File: config.mk
export PLATFORM = sky130hd
export DESIGN_NAME = addr_mode_decoder
export DESIGN_NICKNAME = d
export VERILOG_FILES = /design/src/addr_decoder_pkg.sv /design/src/addr_mode_decoder.sv /design/src/opcode_classifier.sv /design/src/ea_unit.sv
export VERILOG_INCLUDE_DIRS = /design/src
export SDC_FILE = /design/constraint.sdc
export NUM_CORES = 1
export LEC_CHECK = 0
export BUFFER_PORTS_ARGS = -buffer_cell sky130_fd_sc_hd__buf_4
export CORE_MARGIN = 2
export CORE_UTILIZATION = 30
export DETAILED_ROUTE_END_ITERATION = 8
export GPL_ROUTABILITY_DRIVEN = 0
export PLACE_DENSITY = 0.5
export RECOVER_POWER = 50
export SYNTH_ARGS = -nofsm -noshare
export SYNTH_HDL_FRONTEND = slang
export SYNTH_SLANG_ARGS = --single-unit
File: constraint.sdc
create_clock -name REF_CLK -period 4.7 [get_ports REF_CLK]
set_input_delay 0 -clock REF_CLK [delete_from_list [all_inputs] [get_ports REF_CLK]]
set_output_delay 0 -clock REF_CLK [all_outputs]
set_load 0.03 [all_outputs]
File: src/addr_decoder_cfg.svh
// constants for the addressing-mode decoder: prefix codes, special opcodes, reset values
`ifndef ADDR_DECODER_CFG_SVH
`define ADDR_DECODER_CFG_SVH

// prefix byte values
`define Y_SUBSTITUTE_PREFIX 8'h90
`define Y_INDIRECT_INDEXED_PREFIX 8'h91
`define INDIRECT_FORM_PREFIX 8'h92

// single-byte power opcodes (inherent class)
`define HALT_OPCODE 8'h8e
`define WAIT_FOR_INTERRUPT_OPCODE 8'h8f

// opcodes outside the high-nibble pattern
`define MUL_OPCODE 8'h42
`define RELATIVE_CALL_OPCODE 8'had

// page-zero high byte for short addresses and pointer locations
`define PAGE_ZERO_HI 8'h00

// reset values
`define RESET_PC 16'h0000
`define RESET_BYTE 8'h00
`define RESET_LEN 3'h0

`endif

File: src/addr_decoder_pkg.sv
// types shared by the addressing-mode decoder modules
`default_nettype none
package addr_decoder_pkg;

   // addressing modes after any prefix has been applied
   typedef enum logic [3:0] {
      MODE_INHERENT,
      MODE_IMMEDIATE,
      MODE_DIR_SHORT,
      MODE_DIR_LONG,
      MODE_IDX_NONE,
      MODE_IDX_SHORT,
      MODE_IDX_LONG,
      MODE_IND_SHORT,
      MODE_IND_LONG,
      MODE_IND_IDX_SHORT,
      MODE_IND_IDX_LONG,
      MODE_REL_DIRECT,
      MODE_REL_INDIRECT,
      MODE_BIT_DIRECT,
      MODE_BIT_REL,
      MODE_BIT_REL_IND
   } mode_t;

   // result of classifying one opcode with its prefix
   typedef struct packed {
      mode_t mode;
      logic [1:0] n_ops;      // bytes after the opcode
      logic [1:0] n_ptr;      // pointer bytes read at the pointer location
      logic use_y;
      logic legal;
      logic combo_bad;
      logic halt;
      logic wait_for_interrupt_op;
   } decode_t;

   // finished decode handed to the execution side
   typedef struct packed {
      mode_t mode;
      logic [2:0] length;
      logic [15:0] ea;
      logic [7:0] operand;
      logic [15:0] target;
      logic use_y;
      logic combo_bad;
   } result_t;

endpackage : addr_decoder_pkg
`default_nettype wire

File: src/addr_mode_decoder.sv
// instruction length and effective address decoder with memory fetch sequencer
`timescale 1ns/1ps
`default_nettype none
`include "addr_decoder_cfg.svh"

module addr_mode_decoder
   import addr_decoder_pkg::*;
(
   input wire logic REF_CLK, // core clock, 200 MHz
   input wire logic RST_N, // asynchronous reset, active low
   input wire logic START, // pulse: decode the instruction at START_PC
   input wire logic [15:0] START_PC, // address of the first instruction byte
   input wire logic [7:0] X_REG, // X index register
   input wire logic [7:0] Y_REG, // Y index register
   output logic MEM_RD, // pulse: read request to program/data memory
   output logic [15:0] MEM_ADDR, // read address, held until acknowledge
   input wire logic [7:0] MEM_RDATA, // read data, valid with MEM_ACK
   input wire logic MEM_ACK, // pulse: read data valid
   output logic BUSY, // decode in progress
   output logic DONE, // pulse: RESULT valid
   output result_t RESULT, // decoded instruction, held until next DONE
   output logic [15:0] NEXT_PC, // address after the decoded instruction
   output logic ILLEGAL_RST, // pulse: undefined code, reset request
   output logic HALT_REQ, // pulse: stop oscillator request
   output logic WAIT_REQ // pulse: low power wait request
);

   typedef enum logic [2:0] {
      S_IDLE,
      S_OPC,
      S_DEC,
      S_OPS,
      S_PTR,
      S_FIN
   } state_t;

   function automatic logic is_prefix(input logic [7:0] b);
      is_prefix = (b == `Y_SUBSTITUTE_PREFIX) || (b == `Y_INDIRECT_INDEXED_PREFIX)
         || (b == `INDIRECT_FORM_PREFIX);
   endfunction : is_prefix

   state_t state;
   logic [15:0] pc;
   logic [2:0] len;
   logic has_prefix;
   logic [7:0] prefix;
   logic [7:0] opcode;
   logic [7:0] b1;
   logic [7:0] b2;
   logic [7:0] p0;
   logic [7:0] p1;
   logic [1:0] cnt;
   logic wait_ack;
   decode_t dec;
   decode_t dreg;
   logic [15:0] ea;
   logic [15:0] target;
   logic [15:0] next_addr;
   logic issue;
   logic got;

   // combinational classification of the registered opcode and prefix
   opcode_classifier u_classifier (
      .has_prefix(has_prefix),
      .prefix(prefix),
      .opcode(opcode),
      .dec(dec)
   );

   // address arithmetic on the collected bytes
   ea_unit u_ea (
      .mode(dreg.mode),
      .use_y(dreg.use_y),
      .x_val(X_REG),
      .y_val(Y_REG),
      .b1(b1),
      .b2(b2),
      .p0(p0),
      .p1(p1),
      .pc(pc),
      .ea(ea),
      .target(target)
   );

   // a read completes when an acknowledge arrives for the outstanding request
   assign got = wait_ack && MEM_ACK && !MEM_RD; // an answer in the request cycle is stale

   // decide whether a new read goes out next cycle and where it points
   always_comb begin
      issue = 1'b0;
      next_addr = MEM_ADDR;
      case (state)
         S_IDLE: begin
            issue = START;
            next_addr = START_PC;
         end
         S_OPC: begin
            issue = got && is_prefix(MEM_RDATA) && !has_prefix;
            next_addr = pc + 16'h0001;
         end
         S_DEC: begin
            issue = dec.legal && (dec.n_ops != 2'd0);
            next_addr = pc;
         end
         S_OPS: begin
            if (got && ({1'b0, cnt} + 3'd1 < {1'b0, dreg.n_ops})) begin
               issue = 1'b1;
               next_addr = pc + 16'h0001;
            end else if (got && dreg.n_ptr != 2'd0) begin
               issue = 1'b1; // pointer location is the page-zero address held in the first byte after the opcode
               next_addr = {`PAGE_ZERO_HI, (cnt == 2'd0) ? MEM_RDATA : b1};
            end
         end
         S_PTR: begin
            issue = got && ({1'b0, cnt} + 3'd1 < {1'b0, dreg.n_ptr});
            next_addr = {`PAGE_ZERO_HI, MEM_ADDR[7:0] + 8'h01};
         end
         default: begin
            issue = 1'b0;
            next_addr = MEM_ADDR;
         end
      endcase
   end

   // sequencer state
   always_ff @(posedge REF_CLK or negedge RST_N) begin
      if (!RST_N) begin
         state <= S_IDLE;
      end else begin
         case (state)
            S_IDLE: begin
               if (START)
                  state <= S_OPC;
            end
            S_OPC: begin
               if (got && !(is_prefix(MEM_RDATA) && !has_prefix))
                  state <= S_DEC;
            end
            S_DEC: begin
               if (!dec.legal)
                  state <= S_IDLE;
               else if (dec.n_ops != 2'd0)
                  state <= S_OPS;
               else
                  state <= S_FIN;
            end
            S_OPS: begin
               if (got && {1'b0, cnt} + 3'd1 >= {1'b0, dreg.n_ops})
                  state <= (dreg.n_ptr != 2'd0) ? S_PTR : S_FIN;
            end
            S_PTR: begin
               if (got && {1'b0, cnt} + 3'd1 >= {1'b0, dreg.n_ptr})
                  state <= S_FIN;
            end
            S_FIN: state <= S_IDLE;
            default: state <= S_IDLE;
         endcase
      end
   end

   // memory request port
   always_ff @(posedge REF_CLK or negedge RST_N) begin
      if (!RST_N) begin
         MEM_RD <= 1'b0;
         MEM_ADDR <= `RESET_PC;
         wait_ack <= 1'b0;
      end else begin
         MEM_RD <= issue;
         if (issue)
            MEM_ADDR <= next_addr;
         if (issue)
            wait_ack <= 1'b1;
         else if (MEM_ACK)
            wait_ack <= 1'b0;
      end
   end

   // program counter and length count over prefix, opcode and operand bytes
   always_ff @(posedge REF_CLK or negedge RST_N) begin
      if (!RST_N) begin
         pc <= `RESET_PC;
         len <= `RESET_LEN;
      end else if (state == S_IDLE && START) begin
         pc <= START_PC;
         len <= `RESET_LEN;
      end else if (got && (state == S_OPC || state == S_OPS)) begin
         pc <= pc + 16'h0001;
         len <= len + 3'd1;
      end
   end

   // prefix and opcode capture
   always_ff @(posedge REF_CLK or negedge RST_N) begin
      if (!RST_N) begin
         has_prefix <= 1'b0;
         prefix <= `RESET_BYTE;
         opcode <= `RESET_BYTE;
      end else if (state == S_IDLE && START) begin
         has_prefix <= 1'b0;
      end else if (state == S_OPC && got) begin
         if (is_prefix(MEM_RDATA) && !has_prefix) begin
            has_prefix <= 1'b1;
            prefix <= MEM_RDATA;
         end else begin
            opcode <= MEM_RDATA;
         end
      end
   end

   // classification held for the rest of the instruction
   always_ff @(posedge REF_CLK or negedge RST_N) begin
      if (!RST_N)
         dreg <= '0;
      else if (state == S_DEC)
         dreg <= dec;
   end

   // operand and pointer bytes, first byte fetched is the high byte of a word
   always_ff @(posedge REF_CLK or negedge RST_N) begin
      if (!RST_N) begin
         b1 <= `RESET_BYTE;
         b2 <= `RESET_BYTE;
         p0 <= `RESET_BYTE;
         p1 <= `RESET_BYTE;
         cnt <= 2'd0;
      end else if (state == S_DEC) begin
         cnt <= 2'd0;
      end else if (got && state == S_OPS) begin
         if (cnt == 2'd0)
            b1 <= MEM_RDATA;
         else
            b2 <= MEM_RDATA;
         cnt <= ({1'b0, cnt} + 3'd1 >= {1'b0, dreg.n_ops}) ? 2'd0 : cnt + 2'd1;
      end else if (got && state == S_PTR) begin
         if (cnt == 2'd0)
            p0 <= MEM_RDATA;
         else
            p1 <= MEM_RDATA;
         cnt <= cnt + 2'd1;
      end
   end

   // result, next pc and completion pulse
   always_ff @(posedge REF_CLK or negedge RST_N) begin
      if (!RST_N) begin
         DONE <= 1'b0;
         RESULT <= '0;
         NEXT_PC <= `RESET_PC;
      end else begin
         DONE <= (state == S_FIN);
         if (state == S_FIN) begin
            RESULT.mode <= dreg.mode;
            RESULT.length <= len;
            RESULT.ea <= ea;
            RESULT.operand <= b1;
            RESULT.target <= target;
            RESULT.use_y <= dreg.use_y;
            RESULT.combo_bad <= dreg.combo_bad;
            NEXT_PC <= pc;
         end
      end
   end

   // illegal-code reset and power requests
   always_ff @(posedge REF_CLK or negedge RST_N) begin
      if (!RST_N) begin
         ILLEGAL_RST <= 1'b0;
         HALT_REQ <= 1'b0;
         WAIT_REQ <= 1'b0;
      end else begin
         ILLEGAL_RST <= (state == S_DEC) && !dec.legal;
         HALT_REQ <= (state == S_FIN) && dreg.halt;
         WAIT_REQ <= (state == S_FIN) && dreg.wait_for_interrupt_op;
      end
   end

   // busy from start acceptance until completion or illegal-code abort
   always_ff @(posedge REF_CLK or negedge RST_N) begin
      if (!RST_N)
         BUSY <= 1'b0;
      else if (state == S_IDLE && START)
         BUSY <= 1'b1;
      else if (state == S_FIN || (state == S_DEC && !dec.legal))
         BUSY <= 1'b0;
   end

endmodule : addr_mode_decoder
`default_nettype wire

File: src/opcode_classifier.sv
// opcode classifier: mode, operand and pointer byte counts, legality, prefix effects
`timescale 1ns/1ps
`default_nettype none
`include "addr_decoder_cfg.svh"

module opcode_classifier
   import addr_decoder_pkg::*;
(
   input wire logic has_prefix, // a prefix byte preceded the opcode
   input wire logic [7:0] prefix, // that prefix byte
   input wire logic [7:0] opcode, // opcode byte
   output decode_t dec // classification
);

   // codes that are neither an opcode nor a prefix
   function automatic logic is_undefined(input logic [7:0] op);
      logic [3:0] lo;
      lo = op[3:0];
      is_undefined = 1'b0;
      case (op[7:4])
         4'h3, 4'h4, 4'h6, 4'h7: begin
            if ((lo == 4'h1 || lo == 4'h2 || lo == 4'h5 || lo == 4'hb) && op != `MUL_OPCODE)
               is_undefined = 1'b1;
         end
         4'h5: is_undefined = (lo == 4'h1 || lo == 4'h2 || lo == 4'h5 || lo == 4'hb);
         4'h8: is_undefined = (lo == 4'h2 || lo == 4'hb || lo == 4'hc || lo == 4'hd);
         4'ha: is_undefined = (lo == 4'h7 || lo == 4'hc);
         default: is_undefined = 1'b0;
      endcase
   endfunction : is_undefined

   function automatic logic is_prefix(input logic [7:0] b);
      is_prefix = (b == `Y_SUBSTITUTE_PREFIX) || (b == `Y_INDIRECT_INDEXED_PREFIX)
         || (b == `INDIRECT_FORM_PREFIX);
   endfunction : is_prefix

   mode_t base;
   mode_t mode;
   logic y_sel;
   logic bad;

   // base mode from the opcode row
   always_comb begin
      case (opcode[7:4])
         4'h0: base = MODE_BIT_REL;
         4'h1: base = MODE_BIT_DIRECT;
         4'h2: base = MODE_REL_DIRECT;
         4'h3, 4'hb: base = MODE_DIR_SHORT;
         4'h6, 4'he: base = MODE_IDX_SHORT;
         4'h7, 4'hf: base = MODE_IDX_NONE;
         4'ha: base = (opcode == `RELATIVE_CALL_OPCODE) ? MODE_REL_DIRECT : MODE_IMMEDIATE;
         4'hc: base = MODE_DIR_LONG;
         4'hd: base = MODE_IDX_LONG;
         default: base = MODE_INHERENT;
      endcase
   end

   // prefix transforms; a disallowed pairing is flagged, never treated as illegal
   always_comb begin
      mode = base;
      y_sel = 1'b0;
      bad = 1'b0;
      if (has_prefix && is_prefix(opcode)) begin
         bad = 1'b1;
         mode = MODE_INHERENT;
      end else if (has_prefix && prefix == `Y_SUBSTITUTE_PREFIX) begin
         case (base)
            MODE_INHERENT, MODE_IMMEDIATE, MODE_DIR_SHORT, MODE_DIR_LONG,
            MODE_IDX_NONE, MODE_IDX_SHORT, MODE_IDX_LONG: y_sel = 1'b1;
            default: bad = 1'b1;
         endcase
      end else if (has_prefix && prefix == `INDIRECT_FORM_PREFIX) begin
         case (base)
            MODE_DIR_SHORT: mode = MODE_IND_SHORT;
            MODE_DIR_LONG: mode = MODE_IND_LONG;
            MODE_BIT_DIRECT: mode = MODE_IND_SHORT;
            MODE_BIT_REL: mode = MODE_BIT_REL_IND;
            MODE_REL_DIRECT: mode = MODE_REL_INDIRECT;
            MODE_IDX_SHORT: mode = MODE_IND_IDX_SHORT;
            MODE_IDX_LONG: mode = MODE_IND_IDX_LONG;
            default: bad = 1'b1;
         endcase
      end else if (has_prefix && prefix == `Y_INDIRECT_INDEXED_PREFIX) begin
         case (base)
            MODE_IDX_SHORT: begin
               mode = MODE_IND_IDX_SHORT;
               y_sel = 1'b1;
            end
            MODE_IDX_LONG: begin
               mode = MODE_IND_IDX_LONG;
               y_sel = 1'b1;
            end
            default: bad = 1'b1;
         endcase
      end
   end

   // byte counts per final mode
   always_comb begin
      dec.mode = mode;
      dec.use_y = y_sel;
      dec.combo_bad = bad;
      dec.legal = !is_undefined(opcode);
      dec.halt = (opcode == `HALT_OPCODE) && !bad;
      dec.wait_for_interrupt_op = (opcode == `WAIT_FOR_INTERRUPT_OPCODE) && !bad;
      dec.n_ptr = 2'd0;
      case (mode)
         MODE_INHERENT, MODE_IDX_NONE: dec.n_ops = 2'd0;
         MODE_DIR_LONG, MODE_IDX_LONG: dec.n_ops = 2'd2;
         MODE_BIT_REL, MODE_BIT_REL_IND: dec.n_ops = 2'd2;
         default: dec.n_ops = 2'd1;
      endcase
      case (mode)
         MODE_IND_SHORT, MODE_IND_IDX_SHORT: dec.n_ptr = 2'd1;
         MODE_IND_LONG, MODE_IND_IDX_LONG: dec.n_ptr = 2'd2;
         MODE_REL_INDIRECT, MODE_BIT_REL_IND: dec.n_ptr = 2'd1;
         default: dec.n_ptr = 2'd0;
      endcase
   end

endmodule : opcode_classifier
`default_nettype wire

File: src/ea_unit.sv
// effective address and relative branch target computation
`timescale 1ns/1ps
`default_nettype none
`include "addr_decoder_cfg.svh"

module ea_unit
   import addr_decoder_pkg::*;
(
   input wire mode_t mode, // final addressing mode
   input wire logic use_y, // index Y instead of X
   input wire logic [7:0] x_val, // X index register
   input wire logic [7:0] y_val, // Y index register
   input wire logic [7:0] b1, // first byte after the opcode
   input wire logic [7:0] b2, // second byte after the opcode
   input wire logic [7:0] p0, // first pointer byte
   input wire logic [7:0] p1, // second pointer byte
   input wire logic [15:0] pc, // address of the following instruction
   output logic [15:0] ea, // operand address
   output logic [15:0] target // branch target
);

   // pc plus sign-extended byte offset
   function automatic logic [15:0] rel_target(input logic [15:0] base, input logic [7:0] off);
      rel_target = base + {{8{off[7]}}, off};
   endfunction : rel_target

   // unsigned zero-extended index addition, no truncation
   function automatic logic [15:0] add_index(input logic [15:0] base, input logic [7:0] idx);
      add_index = base + {8'h00, idx};
   endfunction : add_index

   logic [7:0] idx;

   assign idx = use_y ? y_val : x_val;

   // address per mode; words are high byte first
   always_comb begin
      ea = 16'h0000;
      target = pc;
      case (mode)
         MODE_DIR_SHORT, MODE_BIT_DIRECT: ea = {`PAGE_ZERO_HI, b1};
         MODE_DIR_LONG: ea = {b1, b2};
         MODE_IDX_NONE: ea = {`PAGE_ZERO_HI, idx};
         MODE_IDX_SHORT: ea = add_index({`PAGE_ZERO_HI, b1}, idx);
         MODE_IDX_LONG: ea = add_index({b1, b2}, idx);
         MODE_IND_SHORT: ea = {`PAGE_ZERO_HI, p0};
         MODE_IND_LONG: ea = {p0, p1};
         MODE_IND_IDX_SHORT: ea = add_index({`PAGE_ZERO_HI, p0}, idx);
         MODE_IND_IDX_LONG: ea = add_index({p0, p1}, idx);
         MODE_REL_DIRECT: target = rel_target(pc, b1);
         MODE_REL_INDIRECT: target = rel_target(pc, p0);
         MODE_BIT_REL: begin
            ea = {`PAGE_ZERO_HI, b1};
            target = rel_target(pc, b2);
         end
         MODE_BIT_REL_IND: begin
            ea = {`PAGE_ZERO_HI, p0};
            target = rel_target(pc, b2);
         end
         default: ea = 16'h0000;
      endcase
   end

endmodule : ea_unit
`default_nettype wire

-- Yosys cells after proc, flatten, opt, wreduce, memory -nomap -nowiden
Cells that the tools add are included.
- output and inout port bits: 87
- logic and storage cells: 273
- register bits: 173
- equal/unequal tests: 77
- order comparisons: 4
- bitwise operators: 5
- add/subtract/negate cells: 12
- muxes and demuxes: 58
- reduce and logical (&&, ||, !) cells: 83
- operator list (kind ; count):
    $pmux 16 s9 ; 1
    $eq 4x4->1 const B ; 27
    $eq 8x8->1 const B ; 12
    $pmux 16 s5 ; 1
    $eq 4x3->1 const B ; 16
    $mux 16 ; 4
    $add 16x16->16 ; 3
    $pmux 16 s3 ; 1
    $pmux 4 s9 ; 1
    $add 16x8->16 ; 2
    $eq 4x2->1 const B ; 8
    $logic_and 1x1->1 ; 27
    $mux 1 ; 24
    $mux 3 ; 8
    $pmux 4 s6 ; 1
    $mux 4 ; 5
    $add 8x8->9 ; 2
    $reduce_or 2->1 ; 9
    $add 16x1->16 const B ; 1
    $mux 8 ; 2
    $pmux 3 s5 ; 1
    $reduce_bool 2->1 ; 7
    $reduce_or 7->1 ; 2
    $logic_or 1x1->1 ; 13
    other kinds (30) ; 61

-- Depth between registers and ports, before layout
- depth after elaboration: 16
- depth in mapped cells: 16
- depth with buffers taken out: 14

-- Cells and area by module
A second synthesis with hierarchy kept.
- cells, all modules: 1321
- area, all modules: 11632.4 um2
- by module, submodules not included (module ; cells each ; instances ; area an instance (um2)):
    addr_mode_decoder ; 797 ; 1 ; 7867.5
    ea_unit ; 416 ; 1 ; 3055.4
    opcode_classifier ; 108 ; 1 ; 709.4

-- Worst setup path before layout
No wires, ideal clock.
- kind: register to register
- start point: register dreg[9] (netlist name)
- end point: register RESULT[38] (netlist name)
- arrival time: 3.337 ns
- setup slack: 1.215 ns
- data required time: 4.552 ns
- stages on the path, launching flop included: 17
- period minus slack after synthesis: 3.485 ns
- path buffers: 2
- setup time: 0.148 ns
- cells stage by stage: dfrtp_1 nand2b_1 nor2_2 buf_2 buf_1 mux2_2 ha_1 inv_1 fa_1 nor2b_1 o21ai_1 a21boi_0 o21ai_1 a211oi_2 nand3_1 xnor2_1 o221ai_1
- longest elaborated chain between the ends: 3
- elaborated cells between the ends (all ways): 15
- classes of those cells: eq/ne (12); mux (1); reduce/logical (2)
- ends and longest elaborated chain (item ; RTL line ; text):
    from (decl) ; addr_mode_decoder.sv:55 ; decode_t dreg;
    from (signal assigned) ; addr_mode_decoder.sv:213 ; dreg <= '0;
    from (signal assigned) ; addr_mode_decoder.sv:215 ; dreg <= dec;
    $eq 4x2->1 (tied with other cells) ; ea_unit.sv:40 ; case (mode)
    $reduce_or 3->1 (no source line) / $reduce_or 2->1 (equally long branches) ; - ;
    $pmux 16 s9 * ; ea_unit.sv:40 ;
    to (decl) ; addr_mode_decoder.sv:21 ; output result_t RESULT,
Mark *: on every way between the ends. The rest lies on a longest branch, timed or not.
A chain may end at the register's enable or synchronous reset.

-- Worst setup path in the final report
- start point: register dreg[10] (netlist name)
- end point: register RESULT[38] (netlist name)
Same word-level chain as after synthesis.

==> impl_metrics.ini <==
[status]
status = finished with violations
violations = max-capacitance violations, max-slew violations

[timing]
drv_slew = 102
setup_viol = 0
worst_hold_slack_ns = 0.1776
max_freq_mhz = 255.7
tns_ns = 0
rsz0062_at_grt = false
finalCritPeriodShare = 0.8322
period_needed_ns = 3.911
hold_violations = 0
fin_skew_ns = 0.01253
worst_slew_pin_slew_ns = 2.742
max-slew-margin-rel = -0.8278

[synth]
synth_edf_count = 0
yosysWarningCount = 0
syn_area_um2 = 11160
synthCells = 1255
yosysTopAreaCell = dfrtp_1
async_flop_share = 1.000
synth.most_common_cell = nand2_1
synth_top_area_frac = 0.3878
synth_cell_types = 86
synth_common_cells = 186 x nand2_1, 173 x dfrtp_1, 90 x o21ai_0
yosys_register_bits = 173
synth_flop_cell = dfrtp_1
seq_area_frac_synth = 0.3878
synth_nets = 1342
synthTopCellsByArea = dfrtp_1 39%, mux2_2 7.0%, nand2_1 6.3%
synth_area_per_cell_um2 = 8.894

[clock_network]
cts_buffer_depth = 2
cts_setup_buffers = 0
clkTransAtPathRegs_ns = 0.07
cts.htree.levels = 4
clock_latency_ns = 0.44
cts_root_buffer = clkbuf_16
cts_inserted_buffers = 17
clock-sinks = 173
cts_tree = yes

[setup_path]
cpMostUsedCell = o21ai_1
worstPathRequired_ns = 5.00
cp.arrival_ns = 4.21
r2r_start = dreg[10]$_DFFE_PN0P_
crit_type = reg -> reg
slowest_stage = dfrtp_1
startpoint_type = register
cpPeakStageDelay_ns = 0.72
worstPathMaxFanout = 21
path_cells = nand2b_1 > nor2_2 > mux2_2 > ha_1 > inv_1 > fa_1 > nor2b_1 > o21ai_1 > a21boi_0 > o21ai_1 > a211oi_2 > nand3_1 > xnor2_1 > o221ai_1
worstRegToRegCells = 14
critPathTopFamily = compound AO/OA/AOI/OAI gates
path_buf_inv = 1
r2r_end = RESULT[38]$_DFFE_PN0P_
worstSetupEndpointType = register
ff2ff_setup_slack_ns = 0.79

[routing]
drc = 0
top_layer_used = met4
avgRoutedWirePerCell_um = 19.66
wl_met2_um = 15840
vias_per_cell = 5.378
met3_length_um = 1784
drt_iter0_drc = 777
drt-total-wl_um = 36260
met1Wirelength_um = 17910
ant_nets = 0
vias = 9917
drt_pass1_iterations = 5

[pwr]
internal_power_mw = 4.844
seq_power_share = 0.307
ir_drop_mv = 0.3018
pwr-share-comb = 0.539
p_switching_mw = 4.809
powerDensity_nw_per_um2 = 739.5
p_clk_frac = 0.154
leakagePower_nw = 5.695
switching_share = 0.4982

[hold_path]
min_from = START
min_path_type = in -> reg
hold_path_depth = 3
hold-path-endpoint = BUSY$_DFFE_PN0P_

[final_layout]
area_growth_pct = 16.94
final_nets = 1452
diodes = 0
drive_above_1_share = 0.1323

[floorplanning]
initial_core_util = 0.3049
die_h_um = 196.9
rows = 70
io_pins = 131
dieArea_um2 = 38770
core_area_um2 = 36610
die_x_um = 196.9

[global_route]
grt_pass1_vias = 9478
grt_pass1_wl_um = 56500
gr-usage-all-layers = 0.1878
antenna_found_initial = 0
grt_max_degree = 103
grt.overflow.total = 0

[flow_run]
maxCapViolCount = 1

[place]
dp.final_hpwl_um = 26010
portBuffers = 130
per-layer routing:
layer | vias up | global-route usage
li1 | 4757 | -
met1 | 4819 | 0.2758
met2 | 305 | 0.2824
met3 | 36 | 0.02995
met4 | 0 | 0.05681
met5 | - | 0
registers in the layout, summed over array words and instances, names as in the netlist, 2 cells and up:
register,count
b2,8
NEXT_PC,16
p1,8
dreg,12
state,3
prefix,8
p0,8
len,3
b1,8
pc,16
cnt,2
MEM_ADDR,16
opcode,8
RESULT,49
cell type report:
cell class / instances / area [um2]
clock buffers: 18 / 439.2
clock inverters: 12 / 162.7
fillers: 3877 / 23560
inverters: 44 / 165.2
multi-input cells: 957 / 6331
flip-flops and latches: 173 / 4329
well taps: 468 / 585.6
repair buffers: 172 / 1040
worst reg2reg max path: cells and delay by family (launching register included):
kind	cells	cell delay [ns]
AO/OA/AOI/OAI	5	1.12
buffers and inverters	1	0.06
adder cells (fa/ha/maj)	2	0.56
XOR/XNOR	1	0.19
flip-flops	1	0.72
AND/OR/NAND/NOR	4	0.90
multiplexers	1	0.23
how the worst max path moves through the flow:
stage | from | to | cells after the start
CTS | dreg[10]$_DFFE_PN0P_ | RESULT[38]$_DFFE_PN0P_ | 14
floorplan | dreg[9]$_DFFE_PN0P_ | RESULT[38]$_DFFE_PN0P_ | 16
finish | dreg[10]$_DFFE_PN0P_ | RESULT[38]$_DFFE_PN0P_ | 14
global placement | dreg[10]$_DFFE_PN0P_ | RESULT[38]$_DFFE_PN0P_ | 14
global route | dreg[10]$_DFFE_PN0P_ | RESULT[38]$_DFFE_PN0P_ | 14
detailed placement | dreg[10]$_DFFE_PN0P_ | RESULT[38]$_DFFE_PN0P_ | 14
repair_timing:
item | CTS | global route
resized for setup | 0 | 0
hold endpoints to repair | 174 | 0
endpoints found under the setup margin | 0 | 0
hold buffers | 26 | 0
kinds of logic (layout without fill, tap and decap cells):
family / after synthesis / after routing / share of synthesized area
xor+xnor: 48 / 48 / 0.03766
mux: 95 / 95 / 0.09293
compound gates: 357 / 357 / 0.2059
simple gates: 414 / 414 / 0.1786
fa+ha+maj: 43 / 43 / 0.05156
buf+inv: 125 / 246 / 0.04551
flops: 173 / 173 / 0.3878
stage by stage:
| stage | utilization | total power [mW] | worst slack (ns) | instance area (um2) | cells |
|---|---|---|---|---|---|
| 3_3_place_gp | 0.3421 | 8.350 | 1.003 | 12520 | 1788 |
| 6_report | 0.3565 | 9.653 | 0.7887 | 13050 | 1844 |
| 5_1_grt | 0.3565 | 10.42 | 0.4213 | 13050 | 1844 |
| 2_1_floorplan | - | 6.648 | 1.215 | 11160 | 1255 |
| 3_5_place_dp | 0.3421 | 8.398 | 0.8675 | 12520 | 1788 |
| 4_1_cts | 0.3656 | 9.942 | 0.8341 | 13390 | 1844 |
placed cells by master (no fill, tap or decap), drive strengths merged, types with 30 or more instances in the layout:
cell type	n
nand3	32
a22oi	36
mux2	69
o21ai	121
clkbuf	106
nor2	65
buf	58
dfrtp	173
nand2	187
a21oi	79
nor3	30
inv	47
ha	38
xnor2	35
power by group through the flow:
stage | combinational (mW) | sequential (mW) | clock, mW
2_1_floorplan | 3.60 | 3.05 | 0
3_3_place_gp | 5.38 | 2.97 | 0
3_5_place_dp | 5.41 | 2.98 | 0
4_1_cts | 5.46 | 2.95 | 1.53
5_1_grt | 5.75 | 3.07 | 1.60
6_report | 5.20 | 2.96 | 1.49
(Power assumes the default switching activity.)
